===== src/logic/pus_pkg.sv =====
// Purpose: Shared constants, states and carriers for the power-up sequencer.
// Assumes: 100 MHz system clock; Avalon-MM slave with 32-bit data and byte addresses.
// Notes:   Offsets are byte addresses of aligned words.
package pus_pkg;

   // ****************************************
   // Timing
   // ****************************************
   localparam int unsigned CLK_MHZ       = 100;
   localparam int unsigned INIT_US_SMALL = 100;
   localparam int unsigned INIT_US_MID   = 200;
   localparam int unsigned INIT_US_LARGE = 300;
   localparam int unsigned INIT_CYC_SMALL = INIT_US_SMALL * CLK_MHZ;

   // ****************************************
   // Register map
   // ****************************************
   localparam logic [3:0] REG_CTRL_OFS   = 4'h0;
   localparam logic [3:0] REG_STATUS_OFS = 4'h4;
   localparam logic [3:0] REG_INITCY_OFS = 4'h8;

   localparam int unsigned CTRL_PATTERN_BIT = 0;
   localparam int unsigned CTRL_PROGMODE_BIT = 1;
   localparam int unsigned STAT_STATE_LSB = 0;
   localparam int unsigned STAT_DONE_BIT  = 2;
   localparam int unsigned STAT_SUPPLY_BIT = 3;
   localparam logic [31:0] UNMAPPED_READ = 32'hdead_0000;

   localparam logic CTRL_PATTERN_RST  = 1'b0;
   localparam logic CTRL_PROGMODE_RST = 1'b0;

   // ****************************************
   // States
   // ****************************************
   typedef enum logic [1:0] {
      PUS_QUIESCENT = 2'b00,
      PUS_INIT      = 2'b01,
      PUS_ERASED    = 2'b10,
      PUS_USER      = 2'b11
   } pus_state_t;

   // Gating levels driven toward pins, array and test port
   typedef struct packed {
      logic pullUpEn;
      logic outputEn;
      logic inputEn;
      logic arrayEn;
      logic testPortEn;
   } pus_gate_t;

   localparam pus_gate_t GATE_OFF = '{pullUpEn: 1'b1, outputEn: 1'b0, inputEn: 1'b0,
                                      arrayEn: 1'b0, testPortEn: 1'b0};

endpackage


===== src/logic/pus_init_timer.sv =====
// Purpose: Down-counter that times register initialization after supply is safe.
// Assumes: start is a one-cycle pulse; length is latched at start.
// Notes:   Reloading while busy restarts the count.
`timescale 1ns/1ps
module pus_init_timer
   import pus_pkg::*;
#(
   parameter int unsigned CNT_W = 20
) (
   input  wire logic             clk_sys,
   input  wire logic             reset,
   input  wire logic             start,
   input  wire logic             abort,
   input  wire logic [CNT_W-1:0] length,
   output logic                  done
);

   logic [CNT_W-1:0] count;
   logic             busy;

   always_ff @(posedge clk_sys) begin
      if (reset || abort) begin
         count <= '0;
         busy  <= 1'b0;
         done  <= 1'b0;
      end else if (start) begin
         count <= (length == '0) ? CNT_W'(1) : length;
         busy  <= 1'b1;
         done  <= 1'b0;
      end else if (busy) begin
         count <= count - CNT_W'(1);
         if (count == CNT_W'(1)) begin
            busy <= 1'b0;
            done <= 1'b1;
         end
      end else begin
         done <= 1'b0;
      end
   end

endmodule // pus_init_timer


===== src/logic/powerup_state_sequencer.sv =====
// Purpose: Power-up sequencer: holds pins quiescent, times register init, then
//          enters erased or user operation and drives the pin and block gating.
// Assumes: supplySafe is synchronous to clk_sys and already debounced.
// Notes:   Software reaches control and status over Avalon-MM with waitrequest.
`timescale 1ns/1ps

// Contract
// - Without a safe core supply the block stays quiescent with pins and test port disabled.
// - While quiescent all output drivers are off and every pin pull-up is on.
// - Once the supply is safe the user registers are initialized over a timed interval.
// - When initialization ends the operating state is entered at once, with no outside action.
// - With no stored pattern outputs stay off, pull-ups stay on and the test port is enabled.
// - With a stored pattern pins take their configured states outside programming mode and the test port stays enabled.
// - Pull-ups are off in user operation and on in programming, power-up and erased state.
module powerup_state_sequencer
   import pus_pkg::*;
#(
   parameter int unsigned INIT_CYCLES = INIT_CYC_SMALL,
   parameter int unsigned PIN_COUNT   = 36,
   parameter int unsigned CNT_W       = 20
) (
   input  wire logic                 clk_sys,
   input  wire logic                 reset,
   // Supply monitor
   input  wire logic                 supplySafe,
   // Configured per-pin user behaviour, valid in user operation
   input  wire logic [PIN_COUNT-1:0] cfgOutputEn,
   // Gating outputs
   output logic [PIN_COUNT-1:0]      pinOutputEn,
   output logic [PIN_COUNT-1:0]      pinPullUpEn,
   output logic                      pinInputEn,
   output logic                      arrayEn,
   output logic                      testPortEn,
   output logic                      userRegInit,
   output pus_state_t                seqState,
   // Avalon-MM slave
   input  wire logic [3:0]           avs_address,
   input  wire logic                 avs_read,
   input  wire logic                 avs_write,
   input  wire logic [31:0]          avs_writedata,
   output logic [31:0]               avs_readdata,
   output logic                      avs_waitrequest
);

   // ****************************************
   // Control registers
   // ****************************************
   logic             patternStored;
   logic             progMode;
   logic [CNT_W-1:0] initCycles;
   logic             initDone;
   logic             accDone;
   pus_state_t       state;
   pus_state_t       next_state;
   pus_gate_t        gate;
   logic             timerStart;
   logic             timerDone;

   wire logic accReq = (avs_read || avs_write) && !accDone;

   // One wait cycle per access: accept on the second edge, then drop the ack
   always_ff @(posedge clk_sys) begin
      if (reset) begin
         accDone <= 1'b0;
      end else begin
         accDone <= accReq;
      end
   end

   always_ff @(posedge clk_sys) begin
      if (reset) begin
         avs_waitrequest <= 1'b1;
      end else begin
         avs_waitrequest <= !accReq;
      end
   end

   always_ff @(posedge clk_sys) begin
      if (reset) begin
         patternStored <= CTRL_PATTERN_RST;
         progMode      <= CTRL_PROGMODE_RST;
         initCycles    <= CNT_W'(INIT_CYCLES);
      end else if (avs_write && !avs_waitrequest) begin
         case (avs_address)
            REG_CTRL_OFS: begin
               patternStored <= avs_writedata[CTRL_PATTERN_BIT];
               progMode      <= avs_writedata[CTRL_PROGMODE_BIT];
            end
            REG_INITCY_OFS: begin
               initCycles <= avs_writedata[CNT_W-1:0];
            end
            default: begin
            end
         endcase
      end
   end

   always_ff @(posedge clk_sys) begin
      if (reset) begin
         avs_readdata <= '0;
      end else if (avs_read && accReq) begin
         case (avs_address)
            REG_CTRL_OFS: begin
               avs_readdata <= 32'(({progMode, patternStored}));
            end
            REG_STATUS_OFS: begin
               avs_readdata <= 32'({supplySafe, initDone, state});
            end
            REG_INITCY_OFS: begin
               avs_readdata <= 32'(initCycles);
            end
            default: begin
               avs_readdata <= UNMAPPED_READ;
            end
         endcase
      end
   end

   // ****************************************
   // Sequencer
   // ****************************************
   pus_init_timer #(
      .CNT_W (CNT_W)
   ) u_timer (
      .clk_sys (clk_sys),
      .reset   (reset),
      .start   (timerStart),
      .abort   (!supplySafe),
      .length  (initCycles),
      .done    (timerDone)
   );

   always_comb begin
      next_state = state;
      timerStart = 1'b0;
      case (state)
         PUS_QUIESCENT: begin
            if (supplySafe) begin
               next_state = PUS_INIT;
               timerStart = 1'b1;
            end
         end
         PUS_INIT: begin
            if (!supplySafe) begin
               next_state = PUS_QUIESCENT;
            end else if (timerDone) begin
               next_state = patternStored ? PUS_USER : PUS_ERASED;
            end
         end
         PUS_ERASED, PUS_USER: begin
            if (!supplySafe) begin
               next_state = PUS_QUIESCENT;
            end
         end
         default: begin
            next_state = PUS_QUIESCENT;
         end
      endcase
   end

   always_ff @(posedge clk_sys) begin
      if (reset) begin
         state <= PUS_QUIESCENT;
      end else begin
         state <= next_state;
      end
   end

   always_ff @(posedge clk_sys) begin
      if (reset) begin
         initDone <= 1'b0;
      end else begin
         initDone <= (next_state == PUS_ERASED) || (next_state == PUS_USER);
      end
   end

   // ****************************************
   // Gating decode
   // ****************************************
   always_comb begin
      gate = GATE_OFF;
      case (state)
         // quiescent and init keep all but the pull-ups off
         PUS_QUIESCENT, PUS_INIT: begin
            gate = GATE_OFF;
         end
         // erased keeps pins off, test port on
         PUS_ERASED: begin
            gate.testPortEn = 1'b1;
         end
         PUS_USER: begin
            gate.testPortEn = 1'b1;
            gate.outputEn   = !progMode;
            gate.inputEn    = !progMode;
            gate.arrayEn    = !progMode;
            // pull-ups off only in valid operation
            gate.pullUpEn   = progMode;
         end
         default: begin
            gate = GATE_OFF;
         end
      endcase
   end

   genvar gi;
   generate
      for (gi = 0; gi < PIN_COUNT; gi++) begin : g_pin
         always_ff @(posedge clk_sys) begin
            if (reset) begin
               pinOutputEn[gi] <= 1'b0;
               pinPullUpEn[gi] <= 1'b1;
            end else begin
               pinOutputEn[gi] <= gate.outputEn && cfgOutputEn[gi];
               pinPullUpEn[gi] <= gate.pullUpEn;
            end
         end
      end
   endgenerate

   always_ff @(posedge clk_sys) begin
      if (reset) begin
         pinInputEn  <= 1'b0;
         arrayEn     <= 1'b0;
         testPortEn  <= 1'b0;
         userRegInit <= 1'b1;
         seqState    <= PUS_QUIESCENT;
      end else begin
         pinInputEn  <= gate.inputEn;
         arrayEn     <= gate.arrayEn;
         testPortEn  <= gate.testPortEn;
         // registers held in init until done
         userRegInit <= (state == PUS_QUIESCENT) || (state == PUS_INIT);
         seqState    <= state;
      end
   end

endmodule // powerup_state_sequencer


===== config.mk =====
export PLATFORM = sky130hd
export DESIGN_NAME = powerup_state_sequencer
export DESIGN_NICKNAME = d
export VERILOG_FILES = /design/src/logic/pus_pkg.sv /design/src/logic/pus_init_timer.sv /design/src/logic/powerup_state_sequencer.sv
export SDC_FILE = /design/constraint.sdc
export NUM_CORES = 1
export LEC_CHECK = 0
export BUFFER_PORTS_ARGS = -buffer_cell sky130_fd_sc_hd__buf_2
export CAP_MARGIN = 20
export CORE_UTILIZATION = 48
export CTS_CLUSTER_SIZE = 16
export DETAILED_ROUTE_END_ITERATION = 10
export GPL_ROUTABILITY_DRIVEN = 0
export GPL_TIMING_DRIVEN = 1
export HOLD_SLACK_MARGIN = 0.06
export PLACE_DENSITY = 0.85
export REMOVE_ABC_BUFFERS = 1
export SYNTH_ARGS = -nofsm -noshare
export SYNTH_HDL_FRONTEND = slang
export SYNTH_HIERARCHICAL = 1
export SYNTH_SLANG_ARGS = --single-unit

===== constraint.sdc =====
create_clock -name clk_sys -period 2.9 [get_ports clk_sys]
set_clock_uncertainty 0.15 [all_clocks]
set_input_delay 0 -clock clk_sys [delete_from_list [all_inputs] [get_ports clk_sys]]
set_output_delay 0 -clock clk_sys [all_outputs]
set_load 0.03 [all_outputs]

==> key figures, run 1 <==
Clocking
  • Worst-path clk slew: 0.11 ns
  • Cts bufs inserted: 9
  • CTS tree: done
  • H-Tree Level Count: 3
  • Root buffer cell: clkbuf_8
  • Clock Sinks: 112
  • Max clock buf depth: 2
  • Post-CTS Resized: 0
  • Clk_lat worst skew: 0.38 ns

Drt
  • Routed Wire Length: 13000 µm
  • DRC marker count from the first detailed-route iteration: 370
  • Antenna viol nets, final: 0
  • Post-DR vias/cell: 5.34
  • DRC Markers: 0
  • Via count: 4326
  • Drt pass-1 iters: 8
  • WL per Instance: 16.1 µm

STA
  • Least-Margin Pin Slew: 0.812 ns
  • Fin. Hold Viols: 0
  • Clock period minus final worst setup slack: 2.58 ns
  • RSZ-0062 raised after global routing: false
  • Max_slew headroom: 45.8%
  • Fmax: 387 MHz
  • Setup violations, final: 0
  • Period utilization: 89.0%
  • Slack of the critical path: 0.319 ns
  • Final Max Tran Viols: 0
  • Hold Slack: 0.0554 ns

Yosys
  • Ranking of synthesized cells by area: dfxtp_1, buf_4, and2_1, a21oi_1, a32oi_1
  • Cell count after synthesis: 494
  • Synthesized cell area: 4650 µm²
  • Syn Area/Cell: 9.41 µm²
  • Most common flop cell mapped by yosys: dfxtp_1
  • Yosys warning count: 6
  • Yosys cell types: 60
  • Seq/Total Area, Yosys: 48.2%
  • Top cell type's share of synthesized area: 48.2%
  • Async set-or-reset flop fraction in the synthesized netlist: 0%
  • Area leader, netlist: dfxtp_1
  • Synthesis-stage register bit count: 112
  • Post-synth EDFFs: 0

GRT
  • Number of global-route vias before repair: 4272
  • All-Layer GR Usage: 26.2%
  • Initial antenna violation count: 0
  • Global-route wire length before repair: 20700 µm
  • Global route overflow: 0
  • Largest net degree at the start of global routing: 40

Critical path
  • Worst Setup End Kind: flop
  • CP top delay family: simple AND/OR/NAND/NOR gates
  • Arrival @ worst endpoint: 2.73 ns
  • CP Cell Sequence: or3b_2 > or4_1 > or3b_2 > a31oi_1
  • Crit-path most repeated cell: or3b_2
  • CP max stage delay: 0.60 ns
  • Worst Path Max Fanout: 11
  • Startpoint Class: flop
  • Worst Reg-to-Reg Cells: 4
  • Crit Path Class: flop to flop
  • Number of cells on the critical path: 4
  • Cell with the largest stage delay on the worst path: or4_1
  • CP Data Required Time: 3.05 ns
  • Buf/Inv on CP: 0

Floorplan
  • Die width: 100 µm
  • Die extent in y: 100 µm
  • Rows: 35
  • Die area: 10100 µm²
  • CORE AREA: 9330 µm²
  • Initial core utilization: 49.8%
  • Ports: 188

Placed design
  • Post-placement setup slack: 0.386 ns
  • Port Buffers: 171
  • DP HPWL: 7840 µm

Worst hold path
  • Hold Path Cell Cnt: 5
  • Min-Delay Path Class: input pin to flop

Flow run
  • Max cap viols: 0

Status
  • Status: complete, no violations

Final layout
  • Area growth, synth to finish: 32.5%
  • Share of cells above drive strength 1: 31.3%
  • Antenna fix cells: 0
  • Post-layout net count: 755
  • Post-layout util: 66.0%

Power
  • Pwr Total: 3.00 mW
  • Leak: 2.64 nW
  • Max VDD drop: 0.275 mV
  • Power density over the cells: 487 nW/µm²
-- power by group --
part | internal (mW) | switching (mW)
logic | 0.154 | 0.189
registers | 1.56 | 0.0252
clock network | 0.541 | 0.528
-- kinds of logic (layout without fill, tap and decap cells) --
kind of cell / after synthesis / after routing / share of synthesized area [%]
mux: 1 / 1 / 0.215
other cells: 1 / 4 / 0.0807
simple gates: 166 / 166 / 21.2
buf+inv: 89 / 273 / 11.9
compound gates: 117 / 117 / 16.6
fa+ha+maj: 2 / 2 / 0.538
xor+xnor: 6 / 6 / 1.13
flops: 112 / 112 / 48.2
-- synthesized netlist by cell type (3+ instances only) --
master	number
o21ai_0	22
nor2b_1	4
a311oi_1	3
a211oi_1	5
and2_1	37
dfxtp_1	112
clkbuf_1	20
a32oi_1	13
buf_4	48
or4_1	8
nand3b_1	3
a211o_1	6
nand2_1	16
xor2_1	4
and3b_1	4
and3_1	5
o21ai_1	10
nand2b_1	6
nor4_1	9
a21oi_1	25
or3_1	6
a31oi_1	7
buf_2	5
o31ai_1	9
nand3_1	18
clkbuf_2	3
buf_6	4
inv_1	8
or2_2	4
nor2_1	30
-- layout by cell type, fill, tap and decap left out, types with 7 or more instances in the layout --
cell type and count:
buf_2 171, o31ai_1 9, a32oi_1 13, inv_1 8, nor4_1 9, nor2_1 30, dlygate4sd3_1 70, buf_4 8
or4_1 8, o21ai_0 22, clkbuf_8 11, nand2_1 16, dfxtp_1 112, nand3_1 18, a21oi_1 25, and2_1 37
o21ai_1 10, a31oi_1 7
-- timing repair --
action                                  in CTS  in global routing
endpoints found under the setup margin       0                  1
endpoints found under the hold margin       81                  0
hold buffers                                70                  0
setup buffers                                0                  1
-- metrics by stage --
stage          cells  TNS (ns)  area [µm²]
2_1_floorplan    416   -161.00        4130
4_1_cts          809         0        6150
3_5_place_dp     723         0        5210
6_report         810         0        6160
5_1_grt          810         0        6160
3_3_place_gp     723         0        5210
-- final timing paths --
path	startpoint	endpoint	slack, ns
hold / removal	avs_address[0]	initCycles[14]	0.06
hold reg to reg	avs_readdata[2]	avs_readdata[2]	0.32
setup / recovery	u_timer/busy	u_timer/count[19]	0.32
setup reg to reg	u_timer/busy	u_timer/count[19]	0.32
-- metal layers --
layer  GRT usage, %  wire length (µm)  up-vias
met1           30.8              5190     1998
met3           8.43              1320       34
met2           43.4              6200      229
li1               -                 -     2065
met5              0                 0        -
met4           11.9               323        0
-- worst min-delay path, cell delays in order --
cell	delay [ns]
buf_2	0.14
nor4b_4	0.07
buf_4	0.19
nand3_1	0.09
a21oi_1	0.05
-- flip-flops by register name, summed over array words and instances, names as in the netlist, 2 cells and up --
name           count
avs_readdata      21
initCycles        20
pinOutputEn       36
seqState           2
state              2
u_timer/count     20
-- layout make-up --
type / count / area (µm²)
Multi-Input combinational cell: 296 / 1870
Clock inverter: 5 / 87.6
Timing Repair Buffer: 249 / 1620
Inverter: 8 / 30.0
Tap cell: 129 / 161
Sequential cell: 112 / 2240
Clock buffer: 11 / 151
Fill cell: 690 / 3170
Note: power is estimated with default switching activity, not from simulation.
==> inputs of run 2 (changes only) <==
--- a/config.mk
+++ b/config.mk
@@ -15,6 +15,7 @@
 export HOLD_SLACK_MARGIN = 0.06
 export PLACE_DENSITY = 0.85
 export REMOVE_ABC_BUFFERS = 1
+export SKIP_CTS_REPAIR_TIMING = 1
 export SYNTH_ARGS = -nofsm -noshare
 export SYNTH_HDL_FRONTEND = slang
 export SYNTH_HIERARCHICAL = 1
==> constraint.sdc (replaced) <==
create_clock -name clk_sys -period 2.65 [get_ports clk_sys]
set_clock_uncertainty 0.15 [all_clocks]
set_input_delay 0 -clock clk_sys [delete_from_list [all_inputs] [get_ports clk_sys]]
set_output_delay 0 -clock clk_sys [all_outputs]
set_load 0.03 [all_outputs]
==> key figures, run 2 (synthesis results as in run 1) <==
GRT
  • All-Layer GR Usage: 21.9%
  • Number of global-route vias before repair: 3802
  • Initial antenna violation count: 0
  • Largest net degree at the start of global routing: 40
  • Global route overflow: 0
  • Global-route wire length before repair: 17500 µm

Critical path
  • Startpoint Class: flop
  • Crit Path Class: flop to flop
  • Arrival @ worst endpoint: 2.69 ns
  • CP Data Required Time: 2.80 ns
  • Worst Path Max Fanout: 9
  • CP max stage delay: 0.65 ns
  • CP top delay family: simple AND/OR/NAND/NOR gates
  • Worst Setup End Kind: flop
  • Cell with the largest stage delay on the worst path: or4_1
  • Buf/Inv on CP: 0
  • CP Cell Sequence: or4_4 > or4_1 > or3b_2 > a31oi_1

Power
  • Leak: 2.66 nW
  • Max VDD drop: 0.373 mV
  • Power density over the cells: 527 nW/µm²

Final layout
  • FF+latch area: 2240 µm²
  • Area growth, synth to finish: 32.7%
  • Top Registers: pinOutputEn (36), avs_readdata (21)
  • Max reg flops: 36
  • Antenna fix cells: 0
  • Multi-input gate area: 1870 µm²
  • Biggest register: pinOutputEn
  • Fill cells: 696
  • Share of cells above drive strength 1: 31.2%
  • Cell area after layout: 6170 µm²
  • Commonest non-fill, non-tap cells in the layout: buf_2, dfxtp_1, dlygate4sd3_1
  • Post-layout net count: 757
  • Commonest non-fill, non-tap cell in the layout: buf_2

STA
  • Fin. Hold Viols: 0
  • Least-Margin Pin Slew: 0.889 ns
  • Fin Setup TNS: 0 ns
  • Fmax: 393 MHz
  • Hold Slack: 0.0852 ns
  • Period utilization: 95.9%
  • RSZ-0062 raised after global routing: false
  • Clock period minus final worst setup slack: 2.54 ns
  • Max_slew headroom: 40.7%
  • Final Max Tran Viols: 0
  • Setup violations, final: 0

Drt
  • DRC marker count from the first detailed-route iteration: 459
  • Routed Wire Length: 13400 µm
  • WL per Instance: 16.5 µm
  • DRC Markers: 0
  • Post-DR vias/cell: 5.47
  • Antenna viol nets, final: 0
  • Drt pass-1 iters: 5
  • Via count: 4438

Floorplan
  • Initial core utilization: 49.8%
  • Ports: 188
  • Die area: 10100 µm²
  • Die width: 100 µm
  • CORE AREA: 9330 µm²
  • Die extent in y: 100 µm
  • Rows: 35

Clocking
  • H-Tree Level Count: 3
  • Max clock buf depth: 2
  • Cts bufs inserted: 9
  • Clk_lat worst skew: 0.37 ns
  • Root buffer cell: clkbuf_8
  • Worst-path clk slew: 0.11 ns
  • CTS tree: done
  • Clock Sinks: 112

Placed design
  • Port Buffers: 171
  • Area post-placement: 5220 µm²
  • DP HPWL: 7960 µm

Flow run
  • Max cap viols: 0

Worst hold path
  • Min-Delay Path Class: input pin to flop

Status
  • Status: complete, no violations
-- run 2: final timing paths --
check	slack (ns)	depth (start not counted)	startpoint	endpoint
setup / recovery	0.11	4	u_timer/count[2]	u_timer/count[19]
setup reg to reg	0.11	4	u_timer/count[2]	u_timer/count[19]
hold reg to reg	0.31	2	avs_readdata[2]	avs_readdata[2]
hold / removal	0.09	4	avs_address[1]	initCycles[10]
-- run 2: per-layer routing --
metal | vias up | track usage, % | wire length, µm
li1 | 2067 | - | -
met1 | 2066 | 24.9 | 5130
met2 | 268 | 37.6 | 6570
met3 | 37 | 6.55 | 1340
met4 | 0 | 10.7 | 364
met5 | - | 0 | 0
-- run 2: area by class of cell --
| type | count | area share [%] |
|---|---|---|
| Sequential cell | 112 | 36.4 |
| Multi-Input combinational cell | 296 | 30.3 |
| Timing Repair Buffer | 251 | 26.5 |
| Tap cell | 129 | 2.62 |
| Clock buffer | 10 | 2.23 |
| Clock inverter | 6 | 1.46 |
| Inverter | 8 | 0.487 |
-- run 2: worst reg2reg max path, stage by stage, from the launching register on --
cell     delay [ns]
dfxtp_1        0.38
or4_4          0.59
or4_1          0.65
or3b_2         0.51
a31oi_1        0.20
-- run 2: stage by stage --
stage / total power [mW] / utilization (%) / cells / worst slack [ns]
after floorplan: 1.93 / - / 416 / -4.72
after global placement: 2.05 / 55.9 / 724 / 0.226
after detailed placement: 2.07 / 55.9 / 724 / 0.129
after CTS: 3.17 / 58.4 / 740 / 0.121
after global routing: 3.36 / 66.1 / 812 / 0.0454
final: 3.25 / 66.1 / 812 / 0.108
-- run 2: power by group --
| group | switching (mW) | leakage [nW] | total [mW] | internal, mW |
|---|---|---|---|---|
| sequential | 0.0262 | 0.906 | 1.73 | 1.71 |
| combinational | 0.215 | 1.64 | 0.385 | 0.170 |
| clock | 0.572 | 0.113 | 1.13 | 0.562 |
| total | 0.814 | 2.66 | 3.25 | 2.44 |
==> inputs of run 3 (changes only) <==
--- a/config.mk
+++ b/config.mk
@@ -5,15 +5,15 @@
 export SDC_FILE = /design/constraint.sdc
 export NUM_CORES = 1
 export LEC_CHECK = 0
-export BUFFER_PORTS_ARGS = -buffer_cell sky130_fd_sc_hd__buf_2
 export CAP_MARGIN = 20
-export CORE_UTILIZATION = 48
+export CORE_UTILIZATION = 60
 export CTS_CLUSTER_SIZE = 16
 export DETAILED_ROUTE_END_ITERATION = 10
+export DONT_BUFFER_PORTS = 1
 export GPL_ROUTABILITY_DRIVEN = 0
 export GPL_TIMING_DRIVEN = 1
 export HOLD_SLACK_MARGIN = 0.06
-export PLACE_DENSITY = 0.85
+export PLACE_DENSITY = 0.82
 export REMOVE_ABC_BUFFERS = 1
 export SKIP_CTS_REPAIR_TIMING = 1
 export SYNTH_ARGS = -nofsm -noshare
==> key figures, run 3 (synthesis results as in run 1) <==
STA
  • Clock period minus final worst setup slack: 2.70 ns
  • Fmax: 370 MHz
  • Final Max Tran Viols: 0
  • Fin. Hold Viols: 0
  • Least-Margin Pin Slew: 0.883 ns
  • Fin Setup TNS: -0.0508 ns
  • Setup violations, final: 1
  • Period utilization: 102%
  • Hold Slack: 0.106 ns
  • Max_slew headroom: 41.1%
  • Slack of the critical path: -0.0508 ns

Final layout
  • Top Registers: pinOutputEn (36), avs_readdata (21)
  • Share of cells above drive strength 1: 9.25%
  • Antenna fix cells: 0
  • Post-layout net count: 604
  • Biggest register: pinOutputEn
  • Max reg flops: 36
  • Commonest non-fill, non-tap cell in the layout: dfxtp_1
  • Final Instance Count excl. Fillers: 629
  • Commonest non-fill, non-tap cells in the layout: dfxtp_1, dlygate4sd3_1, and2_1
  • Area growth, synth to finish: 17.3%
  • Fill cells: 439

Critical path
  • Worst Path Max Fanout: 17
  • R2r endpoint: avs_readdata[16]
  • Startpoint Class: flop
  • Number of cells on the critical path: 6
  • CP max stage delay: 0.62 ns
  • CP Cell Sequence: nor4b_2 > dlygate4sd3_1 > buf_4 > and2_1 > a211oi_1 > dlygate4sd3_1
  • Worst Setup End Kind: flop
  • Worst Reg-to-Reg Cells: 6
  • Crit-path most repeated cell: dlygate4sd3_1
  • FF-to-FF Start: accDone
  • Cell with the largest stage delay on the worst path: dlygate4sd3_1
  • CP top delay family: buffers and inverters
  • Arrival @ worst endpoint: 2.84 ns
  • FF-to-FF setup slack: -0.05 ns
  • Crit Path Class: flop to flop
  • CP Data Required Time: 2.79 ns
  • Buf/Inv on CP: 3

Clocking
  • Clk_lat worst skew: 0.39 ns
  • Clock Sinks: 112
  • CTS tree: done
  • Root buffer cell: clkbuf_8
  • Max clock buf depth: 2
  • Cts bufs inserted: 9
  • H-Tree Level Count: 3
  • Worst-path clk slew: 0.12 ns

Drt
  • Drt pass-1 iters: 7
  • DRC Markers: 0
  • Routed Wire Length: 14000 µm
  • Antenna viol nets, final: 0
  • WL per Instance: 22.3 µm
  • Post-DR vias/cell: 6.55
  • Via count: 4120
  • DRC marker count from the first detailed-route iteration: 455

Worst hold path
  • Min-Delay Path Class: input pin to flop
  • Startpoint of the worst hold path: cfgOutputEn[17]
  • Hold Crit Endpoint: pinOutputEn[17]
  • Hold Path Cell Cnt: 2

Status
  • Status: finished, violations left
  • Failing checks: setup timing

Floorplan
  • CORE AREA: 7370 µm²
  • Die width: 90.0 µm
  • Initial core utilization: 63.1%
  • Rows: 31
  • Ports: 188
  • Die area: 8100 µm²
  • Die extent in y: 90.0 µm

Placed design
  • DP HPWL: 7140 µm
  • Port Buffers: 0
  • # placed instances: 527

GRT
  • Global route overflow: 0
  • Number of global-route vias before repair: 3255
  • All-Layer GR Usage: 25.8%
  • Largest net degree at the start of global routing: 51
  • Global-route wire length before repair: 16600 µm
  • Initial antenna violation count: 0

Flow run
  • Max cap viols: 0

Power
  • Max VDD drop: 0.398 mV
  • Leak: 1.99 nW
  • Power density over the cells: 565 nW/µm²
==> run 3: cell types whose count changed in the layout (fill, tap and decap cells not counted) <==
cell,change
clkinv_4,+2
dfxtp_2,+1
buf_12,+2
clkinvlp_4,-1
buf_2,-171
inv_8,+2
dlygate4sd3_1,+13
dfxtp_4,+1
clkbuf_8,-1
buf_16,+1
dfxtp_1,-2
buf_4,+2
bufinv_16,-2
==> run 3: power by group <==
| group | switching [mW] | leakage [nW] | internal (mW) | total, mW |
|---|---|---|---|---|
| clock network | 0.645 | 0.0976 | 0.363 | 1.01 |
| registers | 0.0511 | 0.907 | 1.71 | 1.76 |
| logic | 0.179 | 0.985 | 0.136 | 0.315 |
| total | 0.875 | 1.99 | 2.21 | 3.08 |
==> run 3: layer usage <==
metal  track usage, %  routed length, µm  vias up
met5                0                  0        -
met4             10.1                755        0
met3             6.09               1250       71
met2             44.1               6870      331
met1             31.3               5170     1942
li1                 -                  -     1776
==> run 3: worst reg2reg max path: cells and delay by family, from the launching register on <==
family	cells	cell delay, ns
buf+inv	3	1.48
flops	1	0.36
simple gates	2	0.50
compound gates	1	0.12
==> run 3: layout make-up <==
cell class / instances / area (µm²) / area share, %
clock buffer: 9 / 124 / 2.27
clock inverter: 7 / 62.6 / 1.15
inverter: 8 / 30.0 / 0.551
multi-input combinational: 296 / 1870 / 34.3
sequential: 112 / 2250 / 41.2
tap: 99 / 124 / 2.27
timing repair buffer: 98 / 993 / 18.2
==> run 3: worst max path at each step <==
stage,startpoint,to
CTS,u_timer/count[2],u_timer/count[19]
floorplan,pinPullUpEn[35],pinPullUpEn[0]
detailed placement,u_timer/count[2],u_timer/count[18]
global route,accDone,avs_readdata[16]
global placement,u_timer/count[2],u_timer/count[19]
finish,accDone,avs_readdata[16]
==> run 3: metrics by stage <==
step / area (µm²) / total power [mW] / setup WS [ns] / util, %
2_1_floorplan: 4130 / 1.93 / -4.72 / -
3_3_place_gp: 4390 / 1.98 / 0.233 / 59.6
3_5_place_dp: 4390 / 1.99 / 0.186 / 59.6
4_1_cts: 4580 / 2.93 / 0.168 / 62.1
5_1_grt: 5450 / 3.16 / -0.0918 / 74.0
6_report: 5450 / 3.08 / -0.0508 / 74.0
